<file path="src/rtl/port_ab_mux_pkg.sv">
// How it works
// - global pull-up disable kills every pull-up
// - port a: high nibble segments, low commons
// - segment pins overridden to zero when enabled
// - common pins 3..1 gated by lcd duty select
// - port b 7..4 carry timer compare outputs
// - compare pins also carry pwm waveforms
// - port b pins feed pin change sources 15..8
// - spi master forces miso to input
// - spi slave leaves miso direction to bit
// - spi slave forces mosi to input
// - spi slave forces sck to input
// - forced spi input keeps latch pull-up control
// - pull-up follows override or 0b010 pattern
// - driver follows direction override or bit
// - pad value follows port value override only while driven
// - input enable follows override or sleep clamp
package port_ab_mux_pkg;
    localparam int unsigned PORT_WIDTH       = 8;
    localparam int unsigned SEG_FIRST_PIN    = 4;
    localparam int unsigned SPI_MISO_PIN     = 3;
    localparam int unsigned SPI_MOSI_PIN     = 2;
    localparam int unsigned SPI_SCK_PIN      = 1;
    localparam int unsigned SPI_SS_PIN       = 0;
    localparam int unsigned MCU_PULL_DIS_BIT = 4;
    localparam int unsigned PCINT_FIRST      = 8;
    localparam int unsigned SYNC_STAGES      = 3;
    localparam logic [2:0]  PULLUP_PATTERN   = 3'h2;
    localparam logic [1:0]  DUTY_COM1_MIN    = 2'h0;
    localparam logic [1:0]  DUTY_COM2_MIN    = 2'h1;
    localparam logic [1:0]  DUTY_COM3_MIN    = 2'h2;
    localparam logic [7:0]  PORT_RESET_VALUE = 8'h00;
endpackage

</file>
<file path="src/rtl/pin_override_cell.sv">
`timescale 1ns/10ps
`default_nettype none
// one pad: applies the generic override equations
module pin_override_cell (
    input  wire logic i_dir_bit,
    input  wire logic i_latch_bit,
    input  wire logic i_pull_dis,
    input  wire logic i_sleep,
    input  wire logic i_pullup_override_enable,
    input  wire logic i_pullup_override_value,
    input  wire logic i_direction_override_enable,
    input  wire logic i_direction_override_value,
    input  wire logic i_port_value_override_enable,
    input  wire logic i_port_value_override_value,
    input  wire logic i_input_enable_override_enable,
    input  wire logic i_input_enable_override_value,
    output logic      o_pullup,
    output logic      o_drive_en,
    output logic      o_drive_val,
    output logic      o_input_en
);
    // pull-up: override, else only {dir,latch,disable} = 0b010
    assign o_pullup    = i_pullup_override_enable ? i_pullup_override_value
                       : ({i_dir_bit, i_latch_bit, i_pull_dis}
                          == port_ab_mux_pkg::PULLUP_PATTERN);
    assign o_drive_en  = i_direction_override_enable ? i_direction_override_value : i_dir_bit;
    assign o_drive_val = (i_port_value_override_enable && o_drive_en) ? i_port_value_override_value : i_latch_bit;
    assign o_input_en  = i_input_enable_override_enable ? i_input_enable_override_value : ~i_sleep;
endmodule
`default_nettype wire

</file>
<file path="src/rtl/port_ab_alt_mux.sv">
`timescale 1ns/10ps
`default_nettype none
// alternate-function override logic for port a (lcd) and port b (timers, spi, pin change)
// every pad-control output is combinational from the control bits, so a change in
// lcd, timer or spi setup reaches the pin in the same cycle
// each pin runs through one override cell; this file builds the override vectors and the port b pad synchroniser
// port a hands pins 7..4 to lcd segments 3..0 and pins 3..0 to commons 3..0
// commons above the duty select stay ordinary port pins
// port b pins 7..4 carry timer compare/pwm waves when their direction bit and their compare output enable are set
// port b pins 3..0 follow the spi role: forced inputs keep their latch pull-up,
// but the global pull-up disable still wins over that latch
// port b pad levels pass three flops; a pin change bit moves only when the
// last two stages agree, so the new level shows four edges after the pad moves
// the port a pad levels are not used here: lcd lines are analog
module port_ab_alt_mux (
    // clock and reset
    input  wire logic       i_clk_sys,
    input  wire logic       i_rst,

    // global control
    input  wire logic [7:0] i_mcu_control_register,
    input  wire logic       i_sleep,

    // port a register bits and pads
    input  wire logic [7:0] i_porta_direction,
    input  wire logic [7:0] i_porta_latch,
    input  wire logic [7:0] i_porta_pad,

    // lcd controller setup
    input  wire logic       i_lcd_enable,
    input  wire logic [1:0] i_lcd_duty_select,

    // port b register bits and pads
    input  wire logic [7:0] i_portb_direction,
    input  wire logic [7:0] i_portb_latch,
    input  wire logic [7:0] i_portb_pad,

    // timer compare waves and their output enables
    input  wire logic       i_timer2_compare_a_out,
    input  wire logic       i_timer2_compare_a_en,
    input  wire logic       i_timer1_compare_b_out,
    input  wire logic       i_timer1_compare_b_en,
    input  wire logic       i_timer1_compare_a_out,
    input  wire logic       i_timer1_compare_a_en,
    input  wire logic       i_timer0_compare_a_out,
    input  wire logic       i_timer0_compare_a_en,

    // pin change source enables
    input  wire logic [7:0] i_pin_change_mask,
    input  wire logic       i_pin_change_group_en,

    // spi role and spi core outputs
    input  wire logic       i_spi_enable,
    input  wire logic       i_spi_master,
    input  wire logic       i_spi_slave_out,
    input  wire logic       i_spi_master_out,
    input  wire logic       i_spi_sck_out,

    // port a pad control
    output logic [7:0]      o_porta_pullup,
    output logic [7:0]      o_porta_drive_en,
    output logic [7:0]      o_porta_drive_val,
    output logic [7:0]      o_porta_input_en,

    // lcd line routing
    output logic [3:0]      o_lcd_segment_line_en,
    output logic [3:0]      o_lcd_common_line_en,

    // port b pad control
    output logic [7:0]      o_portb_pullup,
    output logic [7:0]      o_portb_drive_en,
    output logic [7:0]      o_portb_drive_val,
    output logic [7:0]      o_portb_input_en,

    // settled pin levels for the pin change logic
    output logic [7:0]      o_pin_change_source,

    // settled pin levels for the spi core
    output logic            o_spi_miso_in,
    output logic            o_spi_mosi_in,
    output logic            o_spi_sck_in,
    output logic            o_spi_ss_in
);
    // global pull-up disable and spi role decode
    logic       pullup_global_disable;
    logic       spi_master_on;
    logic       spi_slave_on;

    // port a: one lcd ownership bit and the parked override values per pin
    logic [7:0] a_ovr_en;
    logic [7:0] a_pullup_override_value;
    logic [7:0] a_direction_override_value;
    logic [7:0] a_port_value_override_enable;
    logic [7:0] a_port_value_override_value;
    logic [7:0] a_input_enable_override_value;

    // port b: full override set per pin
    logic [7:0] b_pullup_override_enable;
    logic [7:0] b_pullup_override_value;
    logic [7:0] b_direction_override_enable;
    logic [7:0] b_direction_override_value;
    logic [7:0] b_port_value_override_enable;
    logic [7:0] b_port_value_override_value;
    logic [7:0] b_input_enable_override_enable;
    logic [7:0] b_input_enable_override_value;

    // timer compare channels, index 3..0 = pins 7..4
    logic [3:0] cmp_en;
    logic [3:0] cmp_out;

    // spi pin group, index 3..0 = pins 3..0
    logic [3:0] spi_pullup_override_enable;
    logic [3:0] spi_pullup_override_value;
    logic [3:0] spi_direction_override_enable;
    logic [3:0] spi_port_value_override_enable;
    logic [3:0] spi_port_value_override_value;

    // pad synchroniser stages and settled levels
    logic [7:0] portb_sync1_ff;
    logic [7:0] portb_sync2_ff;
    logic [7:0] portb_sync3_ff;
    logic [7:0] pin_change_ff;
    logic [7:0] nxt_pin_change;

    // global disable bit, shared by every pin of both ports
    assign pullup_global_disable =
        i_mcu_control_register[port_ab_mux_pkg::MCU_PULL_DIS_BIT];

    // port a: lcd ownership per pin, all combinational
    assign a_ovr_en[7:4] = {4{i_lcd_enable}};
    assign a_ovr_en[3]   = i_lcd_enable && (i_lcd_duty_select > port_ab_mux_pkg::DUTY_COM3_MIN);
    assign a_ovr_en[2]   = i_lcd_enable && (i_lcd_duty_select > port_ab_mux_pkg::DUTY_COM2_MIN);
    assign a_ovr_en[1]   = i_lcd_enable && (i_lcd_duty_select > port_ab_mux_pkg::DUTY_COM1_MIN);
    assign a_ovr_en[0]   = i_lcd_enable;

    // port a override values: every lcd pin is parked with all values at zero
    assign a_pullup_override_value  = 8'h00;
    assign a_direction_override_value  = 8'h00;
    assign a_port_value_override_enable  = 8'h00;
    assign a_port_value_override_value  = 8'h00;
    assign a_input_enable_override_value = 8'h00;

    // pad routing to the lcd analog lines: segment 3..0 on pins 7..4, common 3..0 on 3..0
    assign o_lcd_segment_line_en = a_ovr_en[7:4];
    assign o_lcd_common_line_en  = a_ovr_en[3:0];

    // spi mode decode
    assign spi_master_on = i_spi_enable && i_spi_master;
    assign spi_slave_on  = i_spi_enable && !i_spi_master;

    // timer compare waves; the pad only shows them while its driver is on
    assign cmp_en  = {i_timer2_compare_a_en, i_timer1_compare_b_en,
                      i_timer1_compare_a_en, i_timer0_compare_a_en};
    assign cmp_out = {i_timer2_compare_a_out, i_timer1_compare_b_out,
                      i_timer1_compare_a_out, i_timer0_compare_a_out};

    // spi pin group: each pin's role depends on master or slave mode
    always_comb begin
        spi_pullup_override_enable = 4'h0;
        spi_pullup_override_value = 4'h0;
        spi_direction_override_enable = 4'h0;
        spi_port_value_override_enable = 4'h0;
        spi_port_value_override_value = 4'h0;

        // miso: input when master, own direction bit when slave
        spi_pullup_override_enable[3] = spi_master_on;
        spi_direction_override_enable[3] = spi_master_on;
        spi_pullup_override_value[3] = i_portb_latch[3] && !pullup_global_disable;
        spi_port_value_override_enable[3] = spi_slave_on;
        spi_port_value_override_value[3] = i_spi_slave_out;

        // mosi: input when slave, own direction bit when master
        spi_pullup_override_enable[2] = spi_slave_on;
        spi_direction_override_enable[2] = spi_slave_on;
        spi_pullup_override_value[2] = i_portb_latch[2] && !pullup_global_disable;
        spi_port_value_override_enable[2] = spi_master_on;
        spi_port_value_override_value[2] = i_spi_master_out;

        // sck: input when slave, own direction bit when master
        spi_pullup_override_enable[1] = spi_slave_on;
        spi_direction_override_enable[1] = spi_slave_on;
        spi_pullup_override_value[1] = i_portb_latch[1] && !pullup_global_disable;
        spi_port_value_override_enable[1] = spi_master_on;
        spi_port_value_override_value[1] = i_spi_sck_out;

        // slave select: input when slave, never driven by the spi core
        spi_pullup_override_enable[0] = spi_slave_on;
        spi_direction_override_enable[0] = spi_slave_on;
        spi_pullup_override_value[0] = i_portb_latch[0] && !pullup_global_disable;
    end

    // port b: pins 7..4 timer outputs, pins 3..0 spi group
    assign b_pullup_override_enable  = {4'h0, spi_pullup_override_enable};
    assign b_pullup_override_value  = {4'h0, spi_pullup_override_value};
    assign b_direction_override_enable  = {4'h0, spi_direction_override_enable};
    assign b_direction_override_value  = 8'h00; // forced inputs never drive
    assign b_port_value_override_enable  = {cmp_en, spi_port_value_override_enable};
    assign b_port_value_override_value  = {cmp_out, spi_port_value_override_value};
    assign b_input_enable_override_value = 8'hff; // pin change sources keep the buffer on

    // pin change sources keep the input buffer awake in sleep
    assign b_input_enable_override_enable = i_pin_change_mask & {8{i_pin_change_group_en}};

    // per-pin override cells for both ports
    genvar g;
    generate
        for (g = 0; g < port_ab_mux_pkg::PORT_WIDTH; g++) begin : gen_pin
            // port a pin: plain port unless the lcd owns it
            pin_override_cell u_a (
                .i_dir_bit   (i_porta_direction[g]),
                .i_latch_bit (i_porta_latch[g]),
                .i_pull_dis  (pullup_global_disable),
                .i_sleep     (i_sleep),
                .i_pullup_override_enable      (a_ovr_en[g]),
                .i_pullup_override_value      (a_pullup_override_value[g]),
                .i_direction_override_enable      (a_ovr_en[g]),
                .i_direction_override_value      (a_direction_override_value[g]),
                .i_port_value_override_enable      (a_port_value_override_enable[g]),
                .i_port_value_override_value      (a_port_value_override_value[g]),
                .i_input_enable_override_enable     (a_ovr_en[g]),
                .i_input_enable_override_value     (a_input_enable_override_value[g]),
                .o_pullup    (o_porta_pullup[g]),
                .o_drive_en  (o_porta_drive_en[g]),
                .o_drive_val (o_porta_drive_val[g]),
                .o_input_en  (o_porta_input_en[g])
            );
            // port b pin: timer or spi overrides, pin change keeps the input awake
            pin_override_cell u_b (
                .i_dir_bit   (i_portb_direction[g]),
                .i_latch_bit (i_portb_latch[g]),
                .i_pull_dis  (pullup_global_disable),
                .i_sleep     (i_sleep),
                .i_pullup_override_enable      (b_pullup_override_enable[g]),
                .i_pullup_override_value      (b_pullup_override_value[g]),
                .i_direction_override_enable      (b_direction_override_enable[g]),
                .i_direction_override_value      (b_direction_override_value[g]),
                .i_port_value_override_enable      (b_port_value_override_enable[g]),
                .i_port_value_override_value      (b_port_value_override_value[g]),
                .i_input_enable_override_enable     (b_input_enable_override_enable[g]),
                .i_input_enable_override_value     (b_input_enable_override_value[g]),
                .o_pullup    (o_portb_pullup[g]),
                .o_drive_en  (o_portb_drive_en[g]),
                .o_drive_val (o_portb_drive_val[g]),
                .o_input_en  (o_portb_input_en[g])
            );
        end
    endgenerate

    // three-stage pad synchroniser; a change counts once stages two and three agree
    always_ff @(posedge i_clk_sys or posedge i_rst) begin
        if (i_rst) begin
            portb_sync1_ff <= port_ab_mux_pkg::PORT_RESET_VALUE;
            portb_sync2_ff <= port_ab_mux_pkg::PORT_RESET_VALUE;
            portb_sync3_ff <= port_ab_mux_pkg::PORT_RESET_VALUE;
        end else begin
            portb_sync1_ff <= i_portb_pad & o_portb_input_en;
            portb_sync2_ff <= portb_sync1_ff;
            portb_sync3_ff <= portb_sync2_ff;
        end
    end

    // settled level: a bit moves only where stages two and three agree,
    // so a pad caught mid-transition never flickers the pin change source
    generate
        for (g = 0; g < port_ab_mux_pkg::PORT_WIDTH; g++) begin : gen_settle
            assign nxt_pin_change[g] = (portb_sync2_ff[g] == portb_sync3_ff[g])
                                     ? portb_sync2_ff[g] : pin_change_ff[g];
        end
    endgenerate

    // pin level to pin change sources 15..8
    always_ff @(posedge i_clk_sys or posedge i_rst) begin
        if (i_rst) begin
            pin_change_ff <= port_ab_mux_pkg::PORT_RESET_VALUE;
        end else begin
            pin_change_ff <= nxt_pin_change;
        end
    end

    assign o_pin_change_source = pin_change_ff;
    assign o_spi_miso_in       = pin_change_ff[port_ab_mux_pkg::SPI_MISO_PIN];
    assign o_spi_mosi_in       = pin_change_ff[port_ab_mux_pkg::SPI_MOSI_PIN];
    assign o_spi_sck_in        = pin_change_ff[port_ab_mux_pkg::SPI_SCK_PIN];
    assign o_spi_ss_in         = pin_change_ff[port_ab_mux_pkg::SPI_SS_PIN];
endmodule
`default_nettype wire

</file>
<file path="config.mk">
export PLATFORM = sky130hd
export DESIGN_NAME = port_ab_alt_mux
export DESIGN_NICKNAME = d
export VERILOG_FILES = /design/src/rtl/port_ab_mux_pkg.sv /design/src/rtl/pin_override_cell.sv /design/src/rtl/port_ab_alt_mux.sv
export SDC_FILE = /design/constraint.sdc
export NUM_CORES = 1
export LEC_CHECK = 0
export ABC_AREA = 0
export ABC_CLOCK_PERIOD_IN_PS = 2100
export BUFFER_PORTS_ARGS = -buffer_cell sky130_fd_sc_hd__clkbuf_2
export CAP_MARGIN = 0
export CORE_MARGIN = 8
export CORE_UTILIZATION = 42
export DETAILED_ROUTE_END_ITERATION = 8
export HOLD_SLACK_MARGIN = 0.15
export PLACE_DENSITY_LB_ADDON = 0.2
export SKIP_LAST_GASP = 1
export SYNTH_ARGS = -nofsm -noshare
export SYNTH_HDL_FRONTEND = slang
export SYNTH_SLANG_ARGS = --single-unit
</file>
<file path="constraint.sdc">
create_clock -name i_clk_sys -period 2.1 [get_ports i_clk_sys]
set_input_delay 0.42 -clock i_clk_sys [delete_from_list [all_inputs] [get_ports i_clk_sys]]
set_output_delay 0.42 -clock i_clk_sys [all_outputs]
set_load 0.03 [all_outputs]
</file>
==> impl.org <==
** Placed design
- DP Wirelength :: 4370 µm
- Routability cong. :: 0.733
- # port buffers :: 152
- Post-place setup slack :: 0.319 ns

** Yosys
- Count of state elements after synthesis :: 32
- The Yosys step of the flow raised 0 warnings.
- Of the total synthesized cell area, the portion taken by XOR and XNOR cells is 0%.
- Share of the synthesized area in compound gates (AO/OA/AOI/OAI) :: 4.55%
- Mapped cell area :: 0.00198 mm²
- Proportion of synthesized area in mux cells :: 3.98%
- Of the total synthesized cell area, the portion taken by AND, OR, NAND and NOR gates is 16.6%.
- Number of instances in the synthesized netlist :: 199
- Register area share after synthesis :: 40.4%
- When the netlist entered floorplanning its net count stood at 283.
- Count of distinct cell types in the synthesized netlist :: 23
- Summing the areas of all fa, ha and maj instances in the mapped netlist gives 4.04% of the synthesized area.
- Main combinational cell family by area after synthesis :: buffers and inverters
- After synthesis, the mean cell area works out to 9.95 µm².

** STA
- Setup violations remaining at the end of the flow were counted as 0.
- Post-layout minimum cycle time :: 1.77 ns
- After routing, the total negative slack on setup checks comes to 0 ns.
- The worst path uses 84.1% of the clock period.
- Setup slack closes at 0.334 ns.
- For the final database, setup skew stands at 0.00524 ns.
- For the pin with the worst max-slew slack, the measured transition is 0.507 ns.
- The number of pins with negative max-slew slack in the final report is 0.
- Relative slew slack :: 66.2%
- Hold slack final :: 0.154 ns
- Final Hold Violating Endpoints :: 0
- Max Clk Rate :: 566 MHz
- Unrepaired setup endpoints after global routing :: no

** Pwr
- Design Power :: 1550 µW
- IR Drop Worst-Case VDD :: 245 µV
- Leakage power :: 0.00132 µW
- Ratio of total power to cell area :: 669 mW/mm²

** Layout
- Net count reported at finish :: 364
- Register area :: 801 µm²
- Antenna diode count :: 0
- In the layout the commonest cells are clkbuf_2, dfrtp_1, nand2_1.
- Commonest non-fill, non-tap cell in the layout :: clkbuf_2
- Ratio of cells with drive above 1 in the final layout :: 59.3%
- In the final layout, the multi-input gates occupy 577 µm².
- Compared with the post-synthesis result, the final layout area differs by 17.2%.
- Fill count :: 452

** Floorplanning
- Area of the core :: 0.00463 mm²
- The die is 84.7 µm wide.
- Number of placement rows :: 25
- Once the floorplan was initialized, standard cells occupied 42.8% of the core.
- Area of the die :: 0.00717 mm²
- 168 I/O pins were placed.
- The die is 84.7 µm tall.

** Worst setup path
- In this design, the stage delay of the slowest critical-path cell is 0.30 ns.
- Data arrival time of the critical path :: 1.35 ns
- Crit path max-delay cell type :: nor4b_1
- STA classifies the critical path startpoint as a primary input.
- Crit. End Element :: output pin
- Most prevalent standard cell on the critical path :: clkbuf_2
- Number of cells on the worst reg-to-reg path :: 1
- Critical Path Fanout Max :: 11
- Required time worst endpoint :: 1.68 ns
- Traced cell by cell, the critical path runs through clkbuf_2, buf_4, nor4b_1, clkbuf_2.
- Worst Setup Path Type :: in -> out

** Drt
- After detailed routing, the number of remaining DRC violations is 0.
- Once detail routing completed, the nets flagged for antenna violations numbered 0.
- Vias after detailed routing :: 1487
- The first routing iteration left 21 violations.
- Routed via count divided by cell count :: 4.45
- The first detailed-routing pass ran for 2 iterations.
- Total wirelength of the detailed-routed design :: 4890 µm
- In the final routed layout, each cell accounts on average for 14.6 µm.

** Flow run
- Across the run, the number of max-cap violations was 0.

** Clock network
- After clock tree synthesis, the clock-pin slew on the worst setup and hold paths is 0.06 ns.
- TritonCTS built the clock tree.
- The root buffer cell chosen for the clock tree is clkbuf_8.
- Number of cells upsized or downsized after cts :: 0
- The clock net in this run drives a total of 32 sinks.
- Clk Latency, worst-skew pair :: 0.27 ns
- Clock Path Buffers :: 2
- Number of post-CTS setup repair buffers :: 0
- CTS built an H-tree with a depth of 2.
- TritonCTS created 5 clock buffers.
- Count of hold-fix buffers inserted at cts :: 0

** Global routing
- Global-route wire length before repair :: 8140 µm
- Tot GR Track Use :: 14.0%
- Sum of overflow across all layers after global routing :: 0
- Initial antenna violation count :: 0
- Number of global-route vias before repair :: 1690
- Entering global routing, the biggest net connects 21 pins.

** Run status
- Outcome :: finished clean

** Hold path
- The min-delay analysis places its worst path in the category in -> async.
==> worst paths after layout <==
check	from	end	slack, ns
max	i_lcd_enable	o_porta_pullup[0]	0.33
min	i_rst	portb_sync3_ff[4]	0.15
max reg2reg	portb_sync2_ff[7]	o_pin_change_source[7]	1.25
min reg2reg	portb_sync1_ff[7]	portb_sync2_ff[7]	0.34
max in group asynchronous	i_rst	portb_sync2_ff[1]	1.48
min in group i_clk_sys	portb_sync1_ff[7]	portb_sync2_ff[7]	0.34
==> report_power, final <==
| part | leakage [µW] | total, µW | switching [µW] | internal, µW |
|---|---|---|---|---|
| Clock | 0.0000410 | 405 | 181 | 224 |
| Sequential | 0.000408 | 678 | 18.5 | 659 |
| Combinational | 0.000870 | 471 | 316 | 155 |
| Total | 0.00132 | 1550 | 516 | 1040 |
==> area by class of cell <==
class	instances	share of cell area, %
flip-flops and latches	32	34.5
repair buffers	155	34.3
clock buffers	6	3.12
clock inverters	1	0.216
inverters	1	0.162
well taps	54	2.91
multi-input cells	85	24.8
==> logic make-up after synthesis <==
family / count (synthesis)
flip-flops: 32
multiplexers: 7
buffers and inverters: 82
adder cells (fa/ha/maj): 8
AND/OR/NAND/NOR: 57
AO/OA/AOI/OAI: 13
==> layer usage <==
layer | wire, µm | vias to the layer above | share of wire [%] | track usage, %
met5 | 0 | - | 0 | 0
met4 | 59 | 0 | 1.2 | 4.37
met1 | 1600 | 663 | 33 | 12.3
met2 | 2650 | 78 | 54 | 26.5
li1 | - | 740 | - | -
met3 | 581 | 6 | 12 | 7.61
==> stage by stage <==
step	instances	area, µm²	utilization [%]
finish	334	2320	50.2
global route	334	2320	50.2
CTS	334	2320	50.2
detailed placement	327	2240	48.5
global placement	327	2240	48.5
floorplan	199	1980	-
==> synth_stat cells <==
cell type,count,share of area [%]
nor3b_1,5,1.9
maj3_1,8,4.0
a21boi_0,9,3.4
nand3b_1,1,0.38
nor4b_1,7,3.1
nor2b_1,8,2.5
a21oi_1,3,0.76
inv_1,1,0.19
nand2b_1,4,1.3
nand2_1,20,3.8
and3_1,1,0.32
mux2_1,3,1.7
nand3_1,2,0.51
o21a_1,1,0.38
buf_2,2,0.51
buf_4,76,29
buf_6,1,0.57
nor2_1,4,0.76
nor4b_2,1,0.76
and2_1,4,1.3
dfrtp_1,32,40
clkbuf_1,2,0.38
mux2_2,4,2.3
==> flip-flops by register name, indices dropped and copies added (netlist names) <==
name / count
portb_sync2_ff: 8
portb_sync1_ff: 8
portb_sync3_ff: 8
o_pin_change_source: 8
==> worst max-delay path, delay by kind of cell <==
kind,cells,cell delay [ns]
buffers and inverters,3,0.62
and+or+nand+nor,1,0.30
Note: power is estimated with default switching activity, not from simulation.
